File: src/inc/prd_pkg.sv
// parallel reference decoder: shared constants and types
package prd_pkg;
  localparam int unsigned DATA_W        = 16;
  localparam logic [2:0]  FMT_BCD_PCT1  = 3'h0;
  localparam logic [2:0]  FMT_BCD_HZ001 = 3'h5;
  localparam logic [2:0]  FMT_BCD5      = 3'h6;
  localparam logic [2:0]  FMT_BINARY    = 3'h7;
  localparam logic [2:0]  FMT_RESET     = 3'h0;
  localparam logic [15:0] SCALE_RESET   = 16'h0000;
  localparam logic [15:0] SCALE_RPM_MIN = 16'h0002;
  localparam logic [15:0] SCALE_USER    = 16'h0028;
  localparam logic [15:0] SCALE_MAX     = 16'h9c3f;
  localparam logic [1:0]  SRC_OPTION    = 2'h3;
  localparam logic [31:0] ADDR_CTRL     = 32'h0000_0000;
  localparam logic [31:0] ADDR_SCALE    = 32'h0000_0004;
  localparam logic [31:0] ADDR_REF      = 32'h0000_0008;
  localparam logic [31:0] ADDR_STATUS   = 32'h0000_000c;
  localparam logic [31:0] ADDR_FULL12   = 32'h0000_0010;
  localparam logic [31:0] ADDR_FULL16   = 32'h0000_0014;
  localparam logic [15:0] FULL12_RESET  = 16'h0fff;
  localparam logic [15:0] FULL16_RESET  = 16'h7530;
  localparam logic [1:0]  RESP_OKAY     = 2'h0;
  localparam logic [1:0]  RESP_SLVERR   = 2'h2;

  typedef enum logic [1:0] {
    PRD_UNIT_FORMAT,
    PRD_UNIT_RPM,
    PRD_UNIT_USER
  } prd_unit_t;

  typedef struct packed {
    logic [DATA_W-1:0] data;
    logic              sign;
    logic              strobe;
  } prd_pins_t;

  typedef struct packed {
    logic signed [19:0] value;
    logic               valid;
    logic               bad_digit;
  } prd_dec_t;
endpackage

File: src/prd_decode.sv
// parallel reference decoder: combinational word decoder
`timescale 1ns/10ps
module prd_decode
  import prd_pkg::*;
(
  input  wire logic [DATA_W-1:0] data,
  input  wire logic              sign,
  input  wire logic [2:0]        fmt,
  input  wire logic              wide,
  input  wire logic              narrow_board,
  input  wire logic              force_bcd,
  output prd_dec_t               dec
);
  function automatic logic [3:0] digit_at(input logic [DATA_W-1:0] d, input int idx);
    digit_at = d[idx*4 +: 4];
  endfunction

  logic [19:0] mag;
  logic        bad;
  logic        ok;
  logic [3:0]  dg [0:3];

  genvar g;
  generate
    for (g = 0; g < 4; g++) begin : g_dig
      assign dg[g] = digit_at(data, g);
    end
  endgenerate

  always_comb begin
    mag = 20'h00000;
    bad = 1'b0;
    ok  = 1'b1;
    if (fmt == FMT_BINARY && !force_bcd) begin
      if (narrow_board) begin
        mag = {12'h000, data[7:0]};
      end else if (wide) begin
        mag = {4'h0, data};
      end else begin
        mag = {8'h00, data[11:0]};
      end
    end else if (fmt == FMT_BCD5 && !force_bcd) begin
      // five digits, sign pin and pin 15 carry the top two-bit digit
      if (narrow_board || !wide) begin
        ok = 1'b0;
      end else begin
        // pin 0 weighs 2, so every digit sits one bit lower than in 4-digit mode
        bad = (data[2:0] < 3'h1) || (data[2:0] > 3'h4) || (data[6:3] > 4'h9)
              || (data[10:7] > 4'h9) || (data[14:11] > 4'h9);
        mag = 20'(data[2:0]) * 20'd2
              + 20'(data[6:3]) * 20'd10 + 20'(data[10:7]) * 20'd100
              + 20'(data[14:11]) * 20'd1000
              + 20'({sign, data[15]}) * 20'd10000;
      end
    end else if (fmt > FMT_BCD5 && !force_bcd) begin
      ok = 1'b0;
    end else if (narrow_board) begin
      bad = (dg[0] > 4'h9);
      mag = 20'(dg[0]) + 20'(dg[1]) * 20'd10;
    end else begin
      bad = (dg[0] > 4'h9) || (dg[1] > 4'h9) || (dg[2] > 4'h9)
            || (wide && dg[3] > 4'h9);
      mag = 20'(dg[0]) + 20'(dg[1]) * 20'd10 + 20'(dg[2]) * 20'd100;
      if (wide) begin
        mag = mag + 20'(dg[3]) * 20'd1000;
      end
    end
  end

  always_comb begin
    dec.bad_digit = bad;
    dec.valid     = ok && !bad;
    // signed modes apply the sign pin; five-digit mode uses it as data
    if (sign && !(fmt == FMT_BCD5 && !force_bcd)) begin
      dec.value = -$signed(mag);
    end else begin
      dec.value = $signed(mag);
    end
  end
endmodule

File: src/prd_top.sv
// parallel reference decoder: pin capture, settings registers, axi4-lite slave
//
// How it works
// - wide board takes up to sixteen data bits
// - narrow board takes eight data bits
// - format 0..7, default 0; 0-2 percent BCD, 3-5 hertz BCD
// - format 6 five-digit BCD in 0.01 Hz, wide board with 16-bit width only
// - scaling 2 or more forces BCD, units from scaling
// - scaling 0 hertz, 1 percent; range 0..39999, default 0
// - scaling 2..39 is pole count, units in rpm
// - scaling 40..39999 user units, four digits full scale, fifth decimals
// - binary 12-bit: bits 0..11 signed
// - binary 16-bit: adds bits 12..15
// - 12-bit BCD: three digits, 1-2-4-8 weights, least digit first
// - 16-bit BCD: fourth digit from upper pins
// - five-digit: 2-4-8 first digit, three full, sign pin and pin 15 as last
// - binary all ones gives full speed
// - 12-bit 4095 counts, 16-bit 30000 counts is 100 percent
`timescale 1ns/10ps
module prd_top
  import prd_pkg::*;
(
  input  wire logic              aclk,
  input  wire logic              aresetn,
  input  wire logic [DATA_W-1:0] ref_data,
  input  wire logic              ref_sign,
  input  wire logic              ref_strobe,
  input  wire logic              word_width_switch,
  input  wire logic              narrow_board,
  input  wire logic [31:0]       s_axi_awaddr,
  input  wire logic              s_axi_awvalid,
  output logic                   s_axi_awready,
  input  wire logic [31:0]       s_axi_wdata,
  input  wire logic [3:0]        s_axi_wstrb,
  input  wire logic              s_axi_wvalid,
  output logic                   s_axi_wready,
  output logic [1:0]             s_axi_bresp,
  output logic                   s_axi_bvalid,
  input  wire logic              s_axi_bready,
  input  wire logic [31:0]       s_axi_araddr,
  input  wire logic              s_axi_arvalid,
  output logic                   s_axi_arready,
  output logic [31:0]            s_axi_rdata,
  output logic [1:0]             s_axi_rresp,
  output logic                   s_axi_rvalid,
  input  wire logic              s_axi_rready,
  output logic signed [19:0]     speed_reference,
  output logic                   full_speed,
  output logic                   reference_active
);
  ////////////////////////////////////////////////////////////////////////
  // pin synchronisers
  prd_pins_t pins_s1;
  prd_pins_t pins_s2;
  logic      width_s1;
  logic      width_s2;
  logic      nb_s1;
  logic      nb_s2;
  logic      strobe_d;

  always_ff @(posedge aclk) begin
    if (!aresetn) begin
      pins_s1  <= '0;
      pins_s2  <= '0;
      width_s1 <= 1'b0;
      width_s2 <= 1'b0;
      nb_s1    <= 1'b0;
      nb_s2    <= 1'b0;
    end else begin
      pins_s1  <= '{data: ref_data, sign: ref_sign, strobe: ref_strobe};
      pins_s2  <= pins_s1;
      width_s1 <= word_width_switch;
      width_s2 <= width_s1;
      nb_s1    <= narrow_board;
      nb_s2    <= nb_s1;
    end
  end

  always_ff @(posedge aclk) begin
    if (!aresetn) begin
      strobe_d <= 1'b0;
    end else begin
      strobe_d <= pins_s2.strobe;
    end
  end

  // two-stage sync on data and strobe keeps them aligned
  logic capture;
  assign capture = pins_s2.strobe && !strobe_d;

  ////////////////////////////////////////////////////////////////////////
  // settings
  logic [1:0]  reference_source_select;
  logic [2:0]  digital_input_format;
  logic [15:0] display_scaling;
  logic [15:0] full12;
  logic [15:0] full16;
  prd_unit_t   unit_mode;
  logic        force_bcd;

  always_comb begin
    if (display_scaling >= SCALE_USER) begin
      unit_mode = PRD_UNIT_USER;
    end else if (display_scaling >= SCALE_RPM_MIN) begin
      unit_mode = PRD_UNIT_RPM;
    end else begin
      unit_mode = PRD_UNIT_FORMAT;
    end
  end

  assign force_bcd = (unit_mode != PRD_UNIT_FORMAT);

  ////////////////////////////////////////////////////////////////////////
  // decode and hold
  prd_dec_t dec;

  prd_decode u_decode (
    .data         (pins_s2.data),
    .sign         (pins_s2.sign),
    .fmt          (digital_input_format),
    .wide         (width_s2),
    .narrow_board (nb_s2),
    .force_bcd    (force_bcd),
    .dec          (dec)
  );

  logic is_binary;
  logic all_ones;
  assign is_binary = (digital_input_format == FMT_BINARY) && !force_bcd;
  always_comb begin
    if (nb_s2) begin
      all_ones = &pins_s2.data[7:0];
    end else if (width_s2) begin
      all_ones = &pins_s2.data;
    end else begin
      all_ones = &pins_s2.data[11:0];
    end
  end

  always_ff @(posedge aclk) begin
    if (!aresetn) begin
      speed_reference <= '0;
      full_speed      <= 1'b0;
    end else if (capture && dec.valid) begin
      // a refused word leaves the old reference in place
      speed_reference <= dec.value;
      full_speed      <= is_binary && all_ones;
    end
  end

  // only meaningful once the host routes the option board in
  assign reference_active = (reference_source_select == SRC_OPTION);

  ////////////////////////////////////////////////////////////////////////
  // axi4-lite write
  logic        aw_held;
  logic        w_held;
  logic [31:0] aw_addr;
  logic [31:0] w_data;
  logic [3:0]  w_strb;
  logic        do_write;
  logic        clr_bad;

  assign s_axi_awready = !aw_held && !s_axi_bvalid;
  assign s_axi_wready  = !w_held && !s_axi_bvalid;
  assign do_write      = aw_held && w_held && !s_axi_bvalid;

  always_ff @(posedge aclk) begin
    if (!aresetn) begin
      aw_held <= 1'b0;
      w_held  <= 1'b0;
      aw_addr <= '0;
      w_data  <= '0;
      w_strb  <= '0;
    end else begin
      if (s_axi_awvalid && s_axi_awready) begin
        aw_held <= 1'b1;
        aw_addr <= s_axi_awaddr;
      end else if (do_write) begin
        aw_held <= 1'b0;
      end
      if (s_axi_wvalid && s_axi_wready) begin
        w_held <= 1'b1;
        w_data <= s_axi_wdata;
        w_strb <= s_axi_wstrb;
      end else if (do_write) begin
        w_held <= 1'b0;
      end
    end
  end

  function automatic logic mapped(input logic [31:0] a);
    mapped = (a == ADDR_CTRL) || (a == ADDR_SCALE) || (a == ADDR_REF)
             || (a == ADDR_STATUS) || (a == ADDR_FULL12) || (a == ADDR_FULL16);
  endfunction

  always_ff @(posedge aclk) begin
    if (!aresetn) begin
      s_axi_bvalid <= 1'b0;
      s_axi_bresp  <= RESP_OKAY;
    end else if (do_write) begin
      s_axi_bvalid <= 1'b1;
      s_axi_bresp  <= mapped(aw_addr) ? RESP_OKAY : RESP_SLVERR;
    end else if (s_axi_bready) begin
      s_axi_bvalid <= 1'b0;
    end
  end

  assign clr_bad = do_write && aw_addr == ADDR_STATUS && w_strb[0] && w_data[1];

  always_ff @(posedge aclk) begin
    if (!aresetn) begin
      reference_source_select <= 2'h0;
      digital_input_format    <= FMT_RESET;
      display_scaling         <= SCALE_RESET;
      full12                  <= FULL12_RESET;
      full16                  <= FULL16_RESET;
    end else if (do_write) begin
      if (aw_addr == ADDR_CTRL && w_strb[0]) begin
        digital_input_format    <= w_data[2:0];
        reference_source_select <= w_data[5:4];
      end
      // out-of-range scaling is refused, old value kept
      if (aw_addr == ADDR_SCALE && &w_strb[1:0] && w_data[15:0] <= SCALE_MAX) begin
        display_scaling <= w_data[15:0];
      end
      if (aw_addr == ADDR_FULL12 && &w_strb[1:0]) begin
        full12 <= w_data[15:0];
      end
      if (aw_addr == ADDR_FULL16 && &w_strb[1:0]) begin
        full16 <= w_data[15:0];
      end
    end
  end

  ////////////////////////////////////////////////////////////////////////
  // axi4-lite read
  logic [31:0] rd_word;
  logic        bad_flag;

  // a new bad word in the clearing cycle keeps the flag set
  always_ff @(posedge aclk) begin
    if (!aresetn) begin
      bad_flag <= 1'b0;
    end else if (capture && !dec.valid) begin
      bad_flag <= 1'b1;
    end else if (clr_bad) begin
      bad_flag <= 1'b0;
    end
  end

  always_comb begin
    case (s_axi_araddr)
      ADDR_CTRL:   rd_word = {26'h0, reference_source_select, 1'b0, digital_input_format};
      ADDR_SCALE:  rd_word = {16'h0, display_scaling};
      ADDR_REF:    rd_word = {{12{speed_reference[19]}}, speed_reference};
      ADDR_STATUS: rd_word = {28'h0, unit_mode, bad_flag, full_speed};
      ADDR_FULL12: rd_word = {16'h0, full12};
      ADDR_FULL16: rd_word = {16'h0, full16};
      default:     rd_word = 32'h0000_0000;
    endcase
  end

  assign s_axi_arready = !s_axi_rvalid;

  always_ff @(posedge aclk) begin
    if (!aresetn) begin
      s_axi_rvalid <= 1'b0;
      s_axi_rdata  <= '0;
      s_axi_rresp  <= RESP_OKAY;
    end else if (s_axi_arvalid && s_axi_arready) begin
      s_axi_rvalid <= 1'b1;
      s_axi_rdata  <= rd_word;
      s_axi_rresp  <= mapped(s_axi_araddr) ? RESP_OKAY : RESP_SLVERR;
    end else if (s_axi_rready) begin
      s_axi_rvalid <= 1'b0;
    end
  end
endmodule

File: config.mk
export PLATFORM = sky130hd
export DESIGN_NAME = prd_top
export DESIGN_NICKNAME = d
export VERILOG_FILES = /design/src/inc/prd_pkg.sv /design/src/prd_decode.sv /design/src/prd_top.sv
export SDC_FILE = /design/constraint.sdc
export NUM_CORES = 1
export LEC_CHECK = 0
export BUFFER_PORTS_ARGS = -buffer_cell sky130_fd_sc_hd__buf_2
export CAP_MARGIN = 25
export CORE_AREA = 2 2 192 194
export DETAILED_ROUTE_END_ITERATION = 10
export DIE_AREA = 0 0 194 196
export SYNTH_ARGS = -nofsm -noshare
export SYNTH_HDL_FRONTEND = slang
export SYNTH_SLANG_ARGS = --single-unit
File: constraint.sdc
create_clock -name aclk -period 16.4 [get_ports aclk]
set_clock_uncertainty 0.15 [all_clocks]
set_input_delay 1.64 -clock aclk [delete_from_list [all_inputs] [get_ports aclk]]
set_output_delay 1.64 -clock aclk [all_outputs]
set_load 0.02 [all_outputs]
==> results.md <==
| Stage | Item | This run |
| --- | --- | --- |
| synthesis | FF+latch count, synth | 192 |
| worst setup path | Crit path max-delay family | adder cells |
| timing | Fin crit share | 40.48% |
| floorplanning | Area of the core | 36080 sq um |
| floorplanning | Std-Cell Rows | 70 |
| run status | Result of the run | finished clean |
| layout | Layout overhead on the synthesized area | 13.99% |
| power and ir drop | Total power after layout | 1.137 mW |
| worst setup path | Crit path kind | register to register |
| layout | Most frequent cells in the layout | 258 x sky130_fd_sc_hd__nand2_1, 192 x sky130_fd_sc_hd__dfxtp_1, 169 x sky130_fd_sc_hd__buf_2, 123 x sky130_fd_sc_hd__a21oi_1, 108 x sky130_fd_sc_hd__ha_1 |
| worst setup path | Standard cell with the maximum stage delay on the critical path | sky130_fd_sc_hd__dfxtp_1 |
| clocking | Buffer levels on the longest clock path | 2 |
| clocking | Resize count post-CTS | 0 |
| timing | Final setup viols | 0 |
| power and ir drop | Logic gate share of total power | 19.5% |
| worst setup path | CP Max Fanout | 11 |
| timing | Worst Hold Margin | 0.2768 ns |
| worst setup path | Series of cell instances along the critical path | inv_1, ha_1, inv_1, fa_1, fa_1, xnor2_1, fa_1, inv_1, fa_1, inv_1, ha_1, a21o_1, a21o_1, or3_1, nand3_1, a221oi_1, a2111o_1, and3b_1, a31oi_1, a31o_2 |
| power and ir drop | Max rail drop VDD | 0.05818 mV |
| clocking | Htree depth | 4 |
| routing | Number of DRC violations after detailed routing | 0 |
| timing | Min Tclk post-route | 6.639 ns |
| power and ir drop | Share of power burned in registers | 44.1% |
| routing | Number of vias per cell | 5.278 |
| synthesis | Synthesis warning total | 0 |
| placement | Post-DP HPWL | 27.17 mm |
| worst setup path | Buffers & Inverters on Critical Path | 4 |
| worst setup path | Launching element type of the critical path | register |
| power and ir drop | Switching pwr | 357.9 uW |
| routing | Wire length per cell | 17.00 um |
| clocking | CTS Sinks | 192 |
| grt | Antenna violations before repair | 0 |
| power and ir drop | Total power density per cell area | 79.86 nW/um^2 |
| synthesis | Instance count of the mapped netlist | 1521 |
| clocking | Clk_lat worst skew | 0.45 ns |
| grt | Aggregate global routing overflow | 0 |
| synthesis | Average footprint of a synthesized cell | 8.211 sq um |
| floorplanning | Top-level I/O count | 190 |
| job | Max Cap Violations | 0 |
| worst setup path | Delay of the slowest cell on the worst path | 0.68 ns |
| routing | 1st-pass router iterations | 5 |
| timing | Final Hold Fails | 0 |
| routing | Via total after detailed routing | 11170 |
| layout | Leading cell type in the layout, fill and taps excluded | sky130_fd_sc_hd__nand2_1 |
| layout | Number of filler instances in the final layout | 3797 |
| worst setup path | Type of destination of the critical path | register |
| grt | Total global routing track utilization | 18.96% |
| power and ir drop | Int Pwr | 779.1 uW |
| timing | Final total negative setup slack | 0 ns |
| floorplanning | DIE HEIGHT | 196 um |
| routing | Antenna Nets Post-Route | 0 |
| clocking | Post-CTS setup buffer count | 0 |
| timing | Highest attainable clock frequency | 0.1506 GHz |
| layout | Antenna diode count | 0 |
| synthesis | Count of unique library cells instantiated by Yosys | 82 |
| worst setup path | Critical path required time | 16.60 ns |
| floorplanning | Die width | 194 um |
| power and ir drop | Portion of total power attributed to the clock network | 36.4% |
| timing | Final Max Tran Viols | 0 |
| timing | Headroom to the max-slew limit | 29.00% |
| placement | Setup slack at placement | 9.688 ns |
| placement | Number of I/O port buffers | 169 |
| worst setup path | Data arrival time of the worst path | 6.84 ns |
| synthesis | Share of async-settable or async-resettable flops after synthesis | 0% |
| routing | Number of DRC violations after detailed-routing iteration 0 | 839 |
| floorplanning | Die outline area | 38020 sq um |
| synthesis | EDFF count, synth | 0 |
| layout | Final net count | 1904 |
| power and ir drop | Static power due to leakage | 6.341 nW |
| timing | Worst-case setup margin in the final layout | 9.761 ns |
| routing | Total wire length | 35.97 mm |
| synthesis | Dominant register cell in the synthesized netlist | sky130_fd_sc_hd__dfxtp_1 |
| synthesis | Sequential share of the synthesized area | 30.78% |
| grt | Number of global-route vias before repair | 11040 |
| power and ir drop | Proportion of total power due to net switching | 31.47% |
| placement | Final Wtd Congestion | 0.8805 |
| clocking | CTS Hold Bufs | 0 |
| floorplanning | Initial core utilization | 34.61% |
| grt | Pin count of the biggest net entering global routing | 65 |
| timing | Setup repair after global routing missed its margin | no |
| grt | First-pass GRT wire length | 58.07 mm |
| timing | Worst slew pin tran | 1.064 ns |
| clocking | Clock-pin transition on the worst setup and hold timing paths | 0.08 ns |
| clocking | CTS Root Cell | sky130_fd_sc_hd__clkbuf_16 |
| layout | Share of layout cells above drive strength 1 | 14.38% |
| hold path | Min-delay worst type | register to register |
| clocking | Number of buffers created by CTS | 17 |
| synthesis | Combined area of all synthesized cells | 12490 sq um |
| clocking | TritonCTS clock tree | yes |
[kinds of logic after synthesis]
kind of cell / share of synthesized area, %
multiplexers: 3.326
buffers and inverters: 5.831
AO/OA/AOI/OAI: 18.06
other: 0.03003
XOR/XNOR: 2.945
adder cells (fa/ha/maj): 16.27
flip-flops: 30.78
AND/OR/NAND/NOR: 22.76
[power groups by stage]
stage	logic (mW)	registers, mW	clock network (mW)
6_report	0.222	0.501	0.414
5_1_grt	0.252	0.504	0.439
4_1_cts	0.219	0.501	0.422
3_5_place_dp	0.217	0.512	0
3_3_place_gp	0.214	0.512	0
2_1_floorplan	0.155	0.507	0
[sequential cells by signal, indices dropped and copies added (netlist names), 2 cells and up]
| signal | cells |
|---|---|
| aw_addr | 32 |
| digital_input_format | 3 |
| display_scaling | 16 |
| full12 | 16 |
| full16 | 16 |
| pins_s1 | 18 |
| pins_s2 | 18 |
| reference_source_select | 2 |
| s_axi_rdata | 20 |
| speed_reference | 20 |
| w_data | 16 |
| w_strb | 2 |
[layer usage]
layer,GRT usage [%],vias up,routed length (um)
met4,7.464,0,1048
met5,0,-,0
met3,3.026,58,1906
li1,-,5511,-
met1,24.17,5284,15930
met2,32.13,316,17090
[cell usage after synthesis, types with 17 or more instances]
master / instances / area share, %
sky130_fd_sc_hd__a211oi_1: 19 / 1.1
sky130_fd_sc_hd__and2_1: 53 / 2.7
sky130_fd_sc_hd__nor3_1: 17 / 0.68
sky130_fd_sc_hd__mux2i_1: 37 / 3.0
sky130_fd_sc_hd__a21oi_1: 123 / 4.9
sky130_fd_sc_hd__a21o_1: 31 / 1.9
sky130_fd_sc_hd__nor2_1: 94 / 2.8
sky130_fd_sc_hd__inv_1: 85 / 2.6
sky130_fd_sc_hd__fa_1: 34 / 5.4
sky130_fd_sc_hd__nand2_1: 258 / 7.8
sky130_fd_sc_hd__nand3_1: 51 / 2.0
sky130_fd_sc_hd__ha_1: 108 / 11
sky130_fd_sc_hd__clkbuf_1: 60 / 1.8
sky130_fd_sc_hd__xnor2_1: 26 / 1.8
sky130_fd_sc_hd__buf_4: 18 / 1.1
sky130_fd_sc_hd__o21ai_0: 49 / 2.0
sky130_fd_sc_hd__nor2b_1: 17 / 0.85
sky130_fd_sc_hd__dfxtp_1: 192 / 31
[layout make-up]
type / count / area [sq um] / area share (%)
multi-input cells: 1157 / 7921 / 55.64
flip-flops and latches: 192 / 3844 / 27.00
repair buffers: 181 / 975.9 / 6.855
well taps: 468 / 585.6 / 4.113
clock buffers: 19 / 442.9 / 3.111
inverters: 86 / 324.1 / 2.276
clock inverters: 13 / 142.6 / 1.002
[metrics by stage]
step           instances  utilization, %  cell area (sq um)
3_3_place_gp        2082           37.68              13600
2_1_floorplan       1522               -              12490
4_1_cts             2114           39.30              14180
3_5_place_dp        2082           37.68              13600
6_report            2116           39.45              14240
5_1_grt             2116           39.45              14240
[worst paths after layout]
path / startpoint / end / slack (ns) / depth (start not counted)
setup / recovery: pins_s2[14] / speed_reference[17] / 9.76 / 20
hold / removal: width_s1 / width_s2 / 0.28 / 1
setup reg to reg: pins_s2[14] / speed_reference[17] / 9.76 / 20
hold reg to reg: width_s1 / width_s2 / 0.28 / 1
Note: power is estimated with default switching activity, not from simulation.
